==> src/rtcsm_cfg.svh <==
// constants of the seconds/minutes counter: offsets, fields, timing
// assumes nothing; included by bare name wherever a value is needed
`ifndef RTCSM_CFG_SVH
`define RTCSM_CFG_SVH

// ----------------------------------------------------------------
// register indices (byte address is four times the index)
// ----------------------------------------------------------------
`define RTCSM_IDX_SEC      24'hFFFFA8
`define RTCSM_IDX_MIN      24'hFFFFA9
`define RTCSM_IDX_CTRL     24'hFFFFB0
`define RTCSM_IDX_STAT     24'hFFFFB1
`define RTCSM_IDX_MASK     24'hFFFFB2

// ----------------------------------------------------------------
// field positions
// ----------------------------------------------------------------
`define RTCSM_BUSY_BIT     7
`define RTCSM_CTRL_START   0
`define RTCSM_CTRL_MODE    1
`define RTCSM_CTRL_CSTAT   2
`define RTCSM_EV_SEC       0
`define RTCSM_EV_MIN       1
`define RTCSM_EV_CMP       2
`define RTCSM_EV_W         3

// ----------------------------------------------------------------
// values
// ----------------------------------------------------------------
`define RTCSM_RST_BYTE     8'h00
`define RTCSM_RST_EV       3'h0
`define RTCSM_UNITS_MAX    4'h9
`define RTCSM_TENS_MAX     3'h5
`define RTCSM_WRAP_VAL     7'h59
`define RTCSM_RESP_OKAY    2'h0
`define RTCSM_RESP_SLVERR  2'h2

// ----------------------------------------------------------------
// timing: one second at a 4 ns clock
// ----------------------------------------------------------------
`define RTCSM_SECOND_NS    1000000000
`define RTCSM_CLK_NS       4

`endif

==> src/rtcsm_pkg.sv <==
// types shared by the seconds/minutes counter files
// assumes rtcsm_cfg.svh holds the numeric constants
package rtcsm_pkg;
    // counting mode of the block
    typedef enum logic [0:0] {
        RTCSM_MODE_RTC = 1'b0,
        RTCSM_MODE_OC  = 1'b1
    } rtcsm_mode_e;

    // register selected by a bus address
    typedef enum logic [2:0] {
        RTCSM_SEL_SEC  = 3'b000,
        RTCSM_SEL_MIN  = 3'b001,
        RTCSM_SEL_CTRL = 3'b010,
        RTCSM_SEL_STAT = 3'b011,
        RTCSM_SEL_MASK = 3'b100,
        RTCSM_SEL_NONE = 3'b101
    } rtcsm_sel_e;

    // one counter byte
    typedef logic [7:0] rtcsm_byte_t;
endpackage

==> src/rtcsm_cnt_if.sv <==
// carrier between the top module and one two-digit counter
// assumes both ends run on the same clock
`timescale 1ns/1ps
interface rtcsm_cnt_if;
    logic                 step;    // advance by one
    logic                 clr;     // clear to zero, beats step
    logic                 bin;     // plain binary counting
    logic                 wr_en;   // software load, beats all
    rtcsm_pkg::rtcsm_byte_t wr_data; // value to load
    rtcsm_pkg::rtcsm_byte_t val;     // present count
    logic                 wrap;    // count stands at 59

    modport ctl (output step, clr, bin, wr_en, wr_data,
                 input  val, wrap);
    modport cnt (input  step, clr, bin, wr_en, wr_data,
                 output val, wrap);
endinterface

==> src/rtcsm_digit_cnt.sv <==
// two-digit BCD counter 00..59 that can also count plain binary
// assumes a synchronous active-high reset on sys_clk
`timescale 1ns/1ps
`include "rtcsm_cfg.svh"
module rtcsm_digit_cnt (
    // clock and reset
    input wire logic     sys_clk,
    input wire logic     reset,
    // control and count
    rtcsm_cnt_if.cnt     cif
);
    rtcsm_pkg::rtcsm_byte_t val_r; // held count

    // ------------------------------------------------------------
    // counting
    // ------------------------------------------------------------
    // write beats clear, clear beats step
    always_ff @(posedge sys_clk) begin
        if (reset) begin
            val_r <= `RTCSM_RST_BYTE;
        end else if (cif.wr_en) begin
            val_r <= cif.wr_data;
        end else if (cif.clr) begin
            val_r <= `RTCSM_RST_BYTE;
        end else if (cif.step && cif.bin) begin
            val_r <= val_r + 8'h01;
        end else if (cif.step) begin
            // units 0..9, carry into tens
            if (val_r[3:0] >= `RTCSM_UNITS_MAX) begin
                val_r[3:0] <= 4'h0;
                // tens 0..5, so a written bad digit also wraps
                if (val_r[6:4] >= `RTCSM_TENS_MAX) begin
                    val_r[6:4] <= 3'h0;
                end else begin
                    val_r[6:4] <= val_r[6:4] + 3'h1;
                end
            end else begin
                val_r[3:0] <= val_r[3:0] + 4'h1;
            end
            val_r[7] <= 1'b0;
        end
    end

    assign cif.val  = val_r;
    // carry out of the pair at 59
    assign cif.wrap = (val_r[6:0] == `RTCSM_WRAP_VAL);
endmodule

==> src/rtcsm_top.sv <==
// seconds/minutes counter with output-compare mode, AXI4-Lite slave
// assumes one clock sys_clk and a synchronous active-high reset;
// the bus master keeps the AXI4-Lite handshake rules
//
// Operation
// - busy bit 7 high while values update, in clock mode only
// - seconds units 0..9, carry to tens
// - seconds tens count 0..5 only
// - seconds BCD 00 to 59, then wraps
// - minutes units 0..9, carry to tens
// - minutes tens count 0..5 only
// - compare mode: seconds is binary counter
// - stopped counter holds its value
// - compare match clears counter to zero
// - minutes step only on seconds carry
// - minutes BCD 00 to 59, then wraps
//
// Added by the designer: the AXI4-Lite slave port.
`timescale 1ns/1ps
`include "rtcsm_cfg.svh"
module rtcsm_top #(
    parameter int unsigned ADDR_W      = 26,
    parameter int unsigned TICK_CYCLES =
        `RTCSM_SECOND_NS / `RTCSM_CLK_NS
) (
    // clock and reset
    input  wire logic              sys_clk,
    input  wire logic              reset,
    // write address channel
    input  wire logic [ADDR_W-1:0] s_axi_awaddr,
    input  wire logic              s_axi_awvalid,
    output logic                   s_axi_awready,
    // write data channel
    input  wire logic [31:0]       s_axi_wdata,
    input  wire logic [3:0]        s_axi_wstrb,
    input  wire logic              s_axi_wvalid,
    output logic                   s_axi_wready,
    // write response channel
    output logic [1:0]             s_axi_bresp,
    output logic                   s_axi_bvalid,
    input  wire logic              s_axi_bready,
    // read address channel
    input  wire logic [ADDR_W-1:0] s_axi_araddr,
    input  wire logic              s_axi_arvalid,
    output logic                   s_axi_arready,
    // read data channel
    output logic [31:0]            s_axi_rdata,
    output logic [1:0]             s_axi_rresp,
    output logic                   s_axi_rvalid,
    input  wire logic              s_axi_rready,
    // interrupt
    output logic                   irq
);
    localparam int unsigned IDX_W = ADDR_W - 2;

    // ------------------------------------------------------------
    // declarations
    // ------------------------------------------------------------
    // bus side
    logic                  awready_r;  // write address ready
    logic                  wready_r;   // write data ready
    logic                  bvalid_r;   // write answer pending
    logic [1:0]            bresp_r;    // write answer code
    logic                  arready_r;  // read address ready
    logic                  rvalid_r;   // read answer pending
    logic [1:0]            rresp_r;    // read answer code
    logic [31:0]           rdata_r;    // read answer data
    logic                  aw_full_r;  // address captured
    logic                  w_full_r;   // data captured
    logic [IDX_W-1:0]      aw_idx_r;   // captured word index
    logic [7:0]            wdata_r;    // captured low byte
    logic                  wlane_r;    // byte lane 0 enabled
    logic                  do_wr;      // write takes effect now
    rtcsm_pkg::rtcsm_sel_e wr_sel;     // register written
    rtcsm_pkg::rtcsm_sel_e rd_sel;     // register read
    // control and state
    logic                  start_r;    // count start bit
    rtcsm_pkg::rtcsm_mode_e mode_r;    // counting mode
    logic                  cstat_r;    // counting status flag
    logic [31:0]           pre_r;      // one-second prescaler
    logic                  tick;       // prescaler ends a second
    logic                  busy_r;     // update in progress
    logic                  upd;        // counters change now
    logic                  oc_mode;    // output-compare selected
    logic                  match;      // compare match this step
    // events
    logic [`RTCSM_EV_W-1:0] stat_r;    // sticky event flags
    logic [`RTCSM_EV_W-1:0] mask_r;    // event enables
    logic [`RTCSM_EV_W-1:0] ev;        // events this cycle
    logic [`RTCSM_EV_W-1:0] w1c;       // flags cleared now
    logic                  irq_r;      // interrupt level
    // counter pair: 0 seconds/counter, 1 minutes/compare
    rtcsm_pkg::rtcsm_byte_t val_w [2];
    logic                  wrap_w [2];
    rtcsm_cnt_if           cif [2] ();

    // ------------------------------------------------------------
    // address decode
    // ------------------------------------------------------------
    // maps a word index onto a register; others are unmapped
    function automatic rtcsm_pkg::rtcsm_sel_e dec(
        input logic [IDX_W-1:0] idx);
        case (idx)
            IDX_W'(`RTCSM_IDX_SEC):  return rtcsm_pkg::RTCSM_SEL_SEC;
            IDX_W'(`RTCSM_IDX_MIN):  return rtcsm_pkg::RTCSM_SEL_MIN;
            IDX_W'(`RTCSM_IDX_CTRL): return rtcsm_pkg::RTCSM_SEL_CTRL;
            IDX_W'(`RTCSM_IDX_STAT): return rtcsm_pkg::RTCSM_SEL_STAT;
            IDX_W'(`RTCSM_IDX_MASK): return rtcsm_pkg::RTCSM_SEL_MASK;
            default:                 return rtcsm_pkg::RTCSM_SEL_NONE;
        endcase
    endfunction

    assign wr_sel = dec(aw_idx_r);
    assign rd_sel = dec(s_axi_araddr[ADDR_W-1:2]);
    // both halves held and no answer outstanding
    assign do_wr  = aw_full_r && w_full_r && !bvalid_r;

    // ------------------------------------------------------------
    // write address and data capture
    // ------------------------------------------------------------
    // either channel may come first; each drops ready once taken
    always_ff @(posedge sys_clk) begin
        if (reset) begin
            awready_r <= 1'b1;
            aw_full_r <= 1'b0;
            aw_idx_r  <= '0;
        end else if (s_axi_awvalid && awready_r) begin
            awready_r <= 1'b0;
            aw_full_r <= 1'b1;
            aw_idx_r  <= s_axi_awaddr[ADDR_W-1:2];
        end else if (bvalid_r && s_axi_bready) begin
            awready_r <= 1'b1;
            aw_full_r <= 1'b0;
        end
    end

    // data half; only byte lane 0 holds register bits
    always_ff @(posedge sys_clk) begin
        if (reset) begin
            wready_r <= 1'b1;
            w_full_r <= 1'b0;
            wdata_r  <= `RTCSM_RST_BYTE;
            wlane_r  <= 1'b0;
        end else if (s_axi_wvalid && wready_r) begin
            wready_r <= 1'b0;
            w_full_r <= 1'b1;
            wdata_r  <= s_axi_wdata[7:0];
            wlane_r  <= s_axi_wstrb[0];
        end else if (bvalid_r && s_axi_bready) begin
            wready_r <= 1'b1;
            w_full_r <= 1'b0;
        end
    end

    // ------------------------------------------------------------
    // write response
    // ------------------------------------------------------------
    // unmapped index answers SLVERR, anything else OKAY
    always_ff @(posedge sys_clk) begin
        if (reset) begin
            bvalid_r <= 1'b0;
            bresp_r  <= `RTCSM_RESP_OKAY;
        end else if (do_wr) begin
            bvalid_r <= 1'b1;
            bresp_r  <= (wr_sel == rtcsm_pkg::RTCSM_SEL_NONE) ?
                        `RTCSM_RESP_SLVERR : `RTCSM_RESP_OKAY;
        end else if (s_axi_bready) begin
            bvalid_r <= 1'b0;
        end
    end

    // ------------------------------------------------------------
    // read channel
    // ------------------------------------------------------------
    // data sampled at the address handshake, held until taken
    always_ff @(posedge sys_clk) begin
        if (reset) begin
            arready_r <= 1'b1;
            rvalid_r  <= 1'b0;
            rresp_r   <= `RTCSM_RESP_OKAY;
            rdata_r   <= 32'h0000_0000;
        end else if (s_axi_arvalid && arready_r) begin
            arready_r <= 1'b0;
            rvalid_r  <= 1'b1;
            rresp_r   <= `RTCSM_RESP_OKAY;
            rdata_r   <= 32'h0000_0000;
            unique case (rd_sel)
                rtcsm_pkg::RTCSM_SEL_SEC: begin
                    // busy shows in bit 7 in clock mode
                    rdata_r[7:0] <= oc_mode ? val_w[0] :
                                    {busy_r, val_w[0][6:0]};
                end
                rtcsm_pkg::RTCSM_SEL_MIN: begin
                    rdata_r[7:0] <= oc_mode ? val_w[1] :
                                    {busy_r, val_w[1][6:0]};
                end
                rtcsm_pkg::RTCSM_SEL_CTRL: begin
                    rdata_r[`RTCSM_CTRL_START] <= start_r;
                    rdata_r[`RTCSM_CTRL_MODE]  <= oc_mode;
                    rdata_r[`RTCSM_CTRL_CSTAT] <= cstat_r;
                end
                rtcsm_pkg::RTCSM_SEL_STAT: begin
                    rdata_r[`RTCSM_EV_W-1:0] <= stat_r;
                end
                rtcsm_pkg::RTCSM_SEL_MASK: begin
                    rdata_r[`RTCSM_EV_W-1:0] <= mask_r;
                end
                default: begin
                    rresp_r <= `RTCSM_RESP_SLVERR;
                end
            endcase
        end else if (rvalid_r && s_axi_rready) begin
            arready_r <= 1'b1;
            rvalid_r  <= 1'b0;
        end
    end

    // ------------------------------------------------------------
    // control register
    // ------------------------------------------------------------
    // start and mode are written by software
    always_ff @(posedge sys_clk) begin
        if (reset) begin
            start_r <= 1'b0;
            mode_r  <= rtcsm_pkg::RTCSM_MODE_RTC;
        end else if (do_wr && wlane_r &&
                     wr_sel == rtcsm_pkg::RTCSM_SEL_CTRL) begin
            start_r <= wdata_r[`RTCSM_CTRL_START];
            mode_r  <= rtcsm_pkg::rtcsm_mode_e'(
                       wdata_r[`RTCSM_CTRL_MODE]);
        end
    end

    assign oc_mode = (mode_r == rtcsm_pkg::RTCSM_MODE_OC);

    // status follows start one cycle later, so software can see
    // when counting has really stopped before it loads compare
    always_ff @(posedge sys_clk) begin
        if (reset) begin
            cstat_r <= 1'b0;
        end else begin
            cstat_r <= start_r;
        end
    end

    // ------------------------------------------------------------
    // time base
    // ------------------------------------------------------------
    // prescaler runs only while counting, else holds at zero
    always_ff @(posedge sys_clk) begin
        if (reset || !cstat_r || tick) begin
            pre_r <= 32'h0000_0000;
        end else begin
            pre_r <= pre_r + 32'h0000_0001;
        end
    end

    assign tick = cstat_r && (pre_r == 32'(TICK_CYCLES - 1));

    // busy for the one cycle before values change; the change
    // lands at the edge that ends busy
    always_ff @(posedge sys_clk) begin
        if (reset) begin
            busy_r <= 1'b0;
        end else begin
            busy_r <= tick;
        end
    end

    assign upd = busy_r;

    // ------------------------------------------------------------
    // counter pair
    // ------------------------------------------------------------
    // counter equal to compare at a step is a match
    assign match = upd && oc_mode && (val_w[0] == val_w[1]);

    // seconds: BCD step in clock mode, binary in compare mode
    assign cif[0].step  = upd;
    assign cif[0].clr   = match;
    assign cif[0].bin   = oc_mode;
    // minutes: only the seconds carry moves it
    assign cif[1].step  = upd && !oc_mode && wrap_w[0];
    assign cif[1].clr   = 1'b0;
    assign cif[1].bin   = 1'b0;
    // software loads win over a step at the same edge
    assign cif[0].wr_en = do_wr && wlane_r &&
                          wr_sel == rtcsm_pkg::RTCSM_SEL_SEC;
    assign cif[1].wr_en = do_wr && wlane_r &&
                          wr_sel == rtcsm_pkg::RTCSM_SEL_MIN;
    // bit 7 is writable only as the compare value's top bit
    assign cif[0].wr_data = {1'b0, wdata_r[6:0]};
    assign cif[1].wr_data = oc_mode ? wdata_r : {1'b0, wdata_r[6:0]};

    // one counter per register
    for (genvar i = 0; i < 2; i++) begin : g_cnt
        assign val_w[i]       = cif[i].val;
        assign wrap_w[i]      = cif[i].wrap;
        // seconds minutes
        rtcsm_digit_cnt rtcsm_digit_cnt_i (
            .sys_clk (sys_clk),
            .reset   (reset),
            .cif     (cif[i])
        );
    end

    // ------------------------------------------------------------
    // events and interrupt
    // ------------------------------------------------------------
    assign ev[`RTCSM_EV_SEC] = upd && !oc_mode;
    assign ev[`RTCSM_EV_MIN] = upd && !oc_mode && wrap_w[0];
    assign ev[`RTCSM_EV_CMP] = match;
    assign w1c = (do_wr && wlane_r &&
                  wr_sel == rtcsm_pkg::RTCSM_SEL_STAT) ?
                 wdata_r[`RTCSM_EV_W-1:0] : `RTCSM_RST_EV;

    // sticky flags; a new event beats a clear in the same cycle
    always_ff @(posedge sys_clk) begin
        if (reset) begin
            stat_r <= `RTCSM_RST_EV;
        end else begin
            stat_r <= (stat_r & ~w1c) | ev;
        end
    end

    // event enables
    always_ff @(posedge sys_clk) begin
        if (reset) begin
            mask_r <= `RTCSM_RST_EV;
        end else if (do_wr && wlane_r &&
                     wr_sel == rtcsm_pkg::RTCSM_SEL_MASK) begin
            mask_r <= wdata_r[`RTCSM_EV_W-1:0];
        end
    end

    // level output, one cycle behind the flags
    always_ff @(posedge sys_clk) begin
        if (reset) begin
            irq_r <= 1'b0;
        end else begin
            irq_r <= |(stat_r & mask_r);
        end
    end

    // ------------------------------------------------------------
    // outputs
    // ------------------------------------------------------------
    assign s_axi_awready = awready_r;
    assign s_axi_wready  = wready_r;
    assign s_axi_bvalid  = bvalid_r;
    assign s_axi_bresp   = bresp_r;
    assign s_axi_arready = arready_r;
    assign s_axi_rvalid  = rvalid_r;
    assign s_axi_rresp   = rresp_r;
    assign s_axi_rdata   = rdata_r;
    assign irq           = irq_r;
endmodule

==> config.mk <==
export PLATFORM = sky130hd
export DESIGN_NAME = rtcsm_top
export DESIGN_NICKNAME = d
export VERILOG_FILES = /design/src/rtcsm_pkg.sv /design/src/rtcsm_cnt_if.sv /design/src/rtcsm_digit_cnt.sv /design/src/rtcsm_top.sv
export VERILOG_INCLUDE_DIRS = /design/src
export SDC_FILE = /design/constraint.sdc
export NUM_CORES = 1
export LEC_CHECK = 0
export BUFFER_PORTS_ARGS = -buffer_cell sky130_fd_sc_hd__buf_4
export CORE_ASPECT_RATIO = 1.1
export CORE_MARGIN = 2
export CORE_UTILIZATION = 54
export DETAILED_ROUTE_END_ITERATION = 12
export GPL_TIMING_DRIVEN = 0
export PLACE_DENSITY = 0.81
export SKIP_CTS_REPAIR_TIMING = 1
export SYNTH_ARGS = -nofsm -noshare
export SYNTH_HDL_FRONTEND = slang
export SYNTH_HIERARCHICAL = 1
export SYNTH_SLANG_ARGS = --single-unit
==> constraint.sdc <==
create_clock -name sys_clk -period 2.6 [get_ports sys_clk]
set_clock_uncertainty 0.2 [all_clocks]
set_input_delay 0.78 -clock sys_clk [delete_from_list [all_inputs] [get_ports sys_clk]]
set_output_delay 0.78 -clock sys_clk [all_outputs]
set_load 0.02 [all_outputs]
==> flow_summary.toml <==
[timing]
max_clock_freq_mhz = 392.4
setup_total_negative_slack_ps = 0
report.final.slew_viol_count = 0
timing.hold.ws_ps = 251.5
fin_crit_sh_pct = 98.01
min_period_ps = 2548
worstMarginPinSlew_ps = 1029
slew_headroom_pct = 30.76
timing.final.setup_violations = 0
finalHoldViolations = 0

[finish]
number_of_nets_in_the_layout = 929
layout_common_cells = "112 x sky130_fd_sc_hd__buf_4, 110 x sky130_fd_sc_hd__nand2_1, 106 x sky130_fd_sc_hd__dfxtp_1"
layout.cells.most_common = "sky130_fd_sc_hd__buf_4"
finalInstanceArea_um2 = 6814
final_util_pct = 68.25
antenna_cells = 0
drive_above_1_share_pct = 20.65
syn2layout_area_growth_pct = 22.00

[power]
combinationalPowerShare_pct = 11.7
power_switching_share_pct = 26.58
p_seq_share_pct = 54.8
power_frac_clock_pct = 33.5
power_leakage_uw = 0.002609
cell_internal_pwr_uw = 2368
peakVddDrop_v = 0.0003556
power.net_switching_uw = 857.2
totalPowerFinal_uw = 3225
p_per_area_nw_per_um2 = 473.3

[placement]
dp_hpwl_mm = 10.93
postPlaceCellArea_um2 = 6434
place.gp.congestion = 0.8684
port_buffers = 77

[setup_path]
crit_family = "simple AND/OR/NAND/NOR gates"
worstPathMaxFanout = 10
setup.worst_path.class = "reg2reg"
slowest_delay_ps = 590
timing.critical_path.from_type = "flop"
r2r_cells = 9
cp.depth = 9
critical_path.cell_chain = "o211ai_1 > nor2_1 > nand4_1 > nor4_4 > or2_2 > buf_2 > a31oi_2 > a221oi_1 > a211oi_1"
r2r_start = "cif[0].bin"
setup.worst_path.end_class = "flop"
worst_path_max_delay_cell = "sky130_fd_sc_hd__dfxtp_1"
timing.rr.end = "g_cnt[0].rtcsm_digit_cnt_i/cif.val[1]"
worst-endpoint-required_ps = 2640
setup.worst_path.start = "cif[0].bin"
cp.buffers_inverters = 1
crit_path_end = "g_cnt[0].rtcsm_digit_cnt_i/cif.val[1]"
wp_data_arrival_ps = 2590
regToRegSetupSlack_ps = 50

[grt]
antenna_found_initial = 0
grt_pass1_vias = 5135
gr-total-overflow = 0
grt_first_pass_wirelength_mm = 23.61
grt_start_max_net_pins = 19
grt_util_all_layers_pct = 25.93

[synth]
warnings_from_yosys = 6
syn_area_per_cell_um2 = 8.025
post_synth_inst_count = 696
synth_area_um2 = 5585

[clock_tree]
cts_inserted_buffers = 9
root_buffer = "sky130_fd_sc_hd__clkbuf_8"
clk_transition_reported_paths_ps = 100
tritoncts_clock_tree = "built"
clock-sinks = 109
cts_max_path_buffers = 2
htree_num_levels = 3
clock_latency_ps = 380

[die]
initial_utilization_pct = 55.94
die_area_um2 = 11170
core_area_um2 = 9985
io_pins = 137
rows = 38
die_y_um = 110.7
die_w_um = 101.0

[detailed_routing]
wire_per_inst_um = 15.38
detail_route.drc_violations = 0
drt-pass1-iter-count = 7
post_drt_via_cell_ratio = 5.674
ant_nets = 0
vias = 5379
routed_wl_mm = 14.58
drtIter0Drc = 411

[job]
maxCapViolCount = 0

[run_status]
outcome = "complete, no violations"

[hold_path]
hold_class = "reg2reg"
worst reg2reg max path: cells and delay by family, from the launching register on:
family	cells	cell delay (ps)
AOI/OAI and AO/OA	4	710
buffers and inverters	1	160
DFF	1	590
and+or+nand+nor	4	750
power groups by stage:
stage	Clock [µW]	Combinational, µW	Sequential [µW]
CTS	1090	362	1760
global placement	0	353	1800
floorplan	0	211	1800
finish	1080	377	1770
detailed placement	0	362	1800
global route	1160	416	1770
area by class of cell:
type,instances,area (µm²)
Multi-Input combinational cell,540,3227
Fill cell,862,3171
Sequential cell,109,2191
Timing Repair Buffer,85,638.1
Buffer,54,311.5
Tap cell,120,150.1
Clock buffer,10,137.6
Inverter,24,90.09
Clock inverter,6,68.82
flip-flops by register name, indices dropped and copies added (netlist names), 3 cells and up:
name and count:
g_cnt.rtcsm_digit_cnt_i/cif.val 16, mask_r 3, pre_r 32, wdata_r 8, s_axi_rdata 8, stat_r 3, aw_idx_r 24
how the worst min path moves through the flow:
stage	from	cells after the start	slack (ps)	to
CTS	pre_r[0]	1	260	pre_r[0]
finish	pre_r[0]	1	250	pre_r[0]
detailed placement	pre_r[0]	1	230	pre_r[0]
floorplan	pre_r[0]	1	220	pre_r[0]
global placement	pre_r[0]	1	230	pre_r[0]
global route	pre_r[0]	1	280	pre_r[0]
per-stage QoR:
step,setup WS (ps),instances
after global routing,-37.16,948
after detailed placement,-407.5,925
after global placement,-323.8,925
final,51.66,948
after floorplan,163.0,728
after CTS,-508.0,941
routing by layer:
layer / share of wire, % / vias to the layer above / GRT usage [%]
met3: 7.0 / 33 / 4.477
met4: 2.7 / 0 / 10.36
li1: - / 2660 / -
met1: 42 / 2472 / 33.15
met5: 0 / - / 0
met2: 49 / 214 / 43.07
Power figures use the tool's default switching activity.
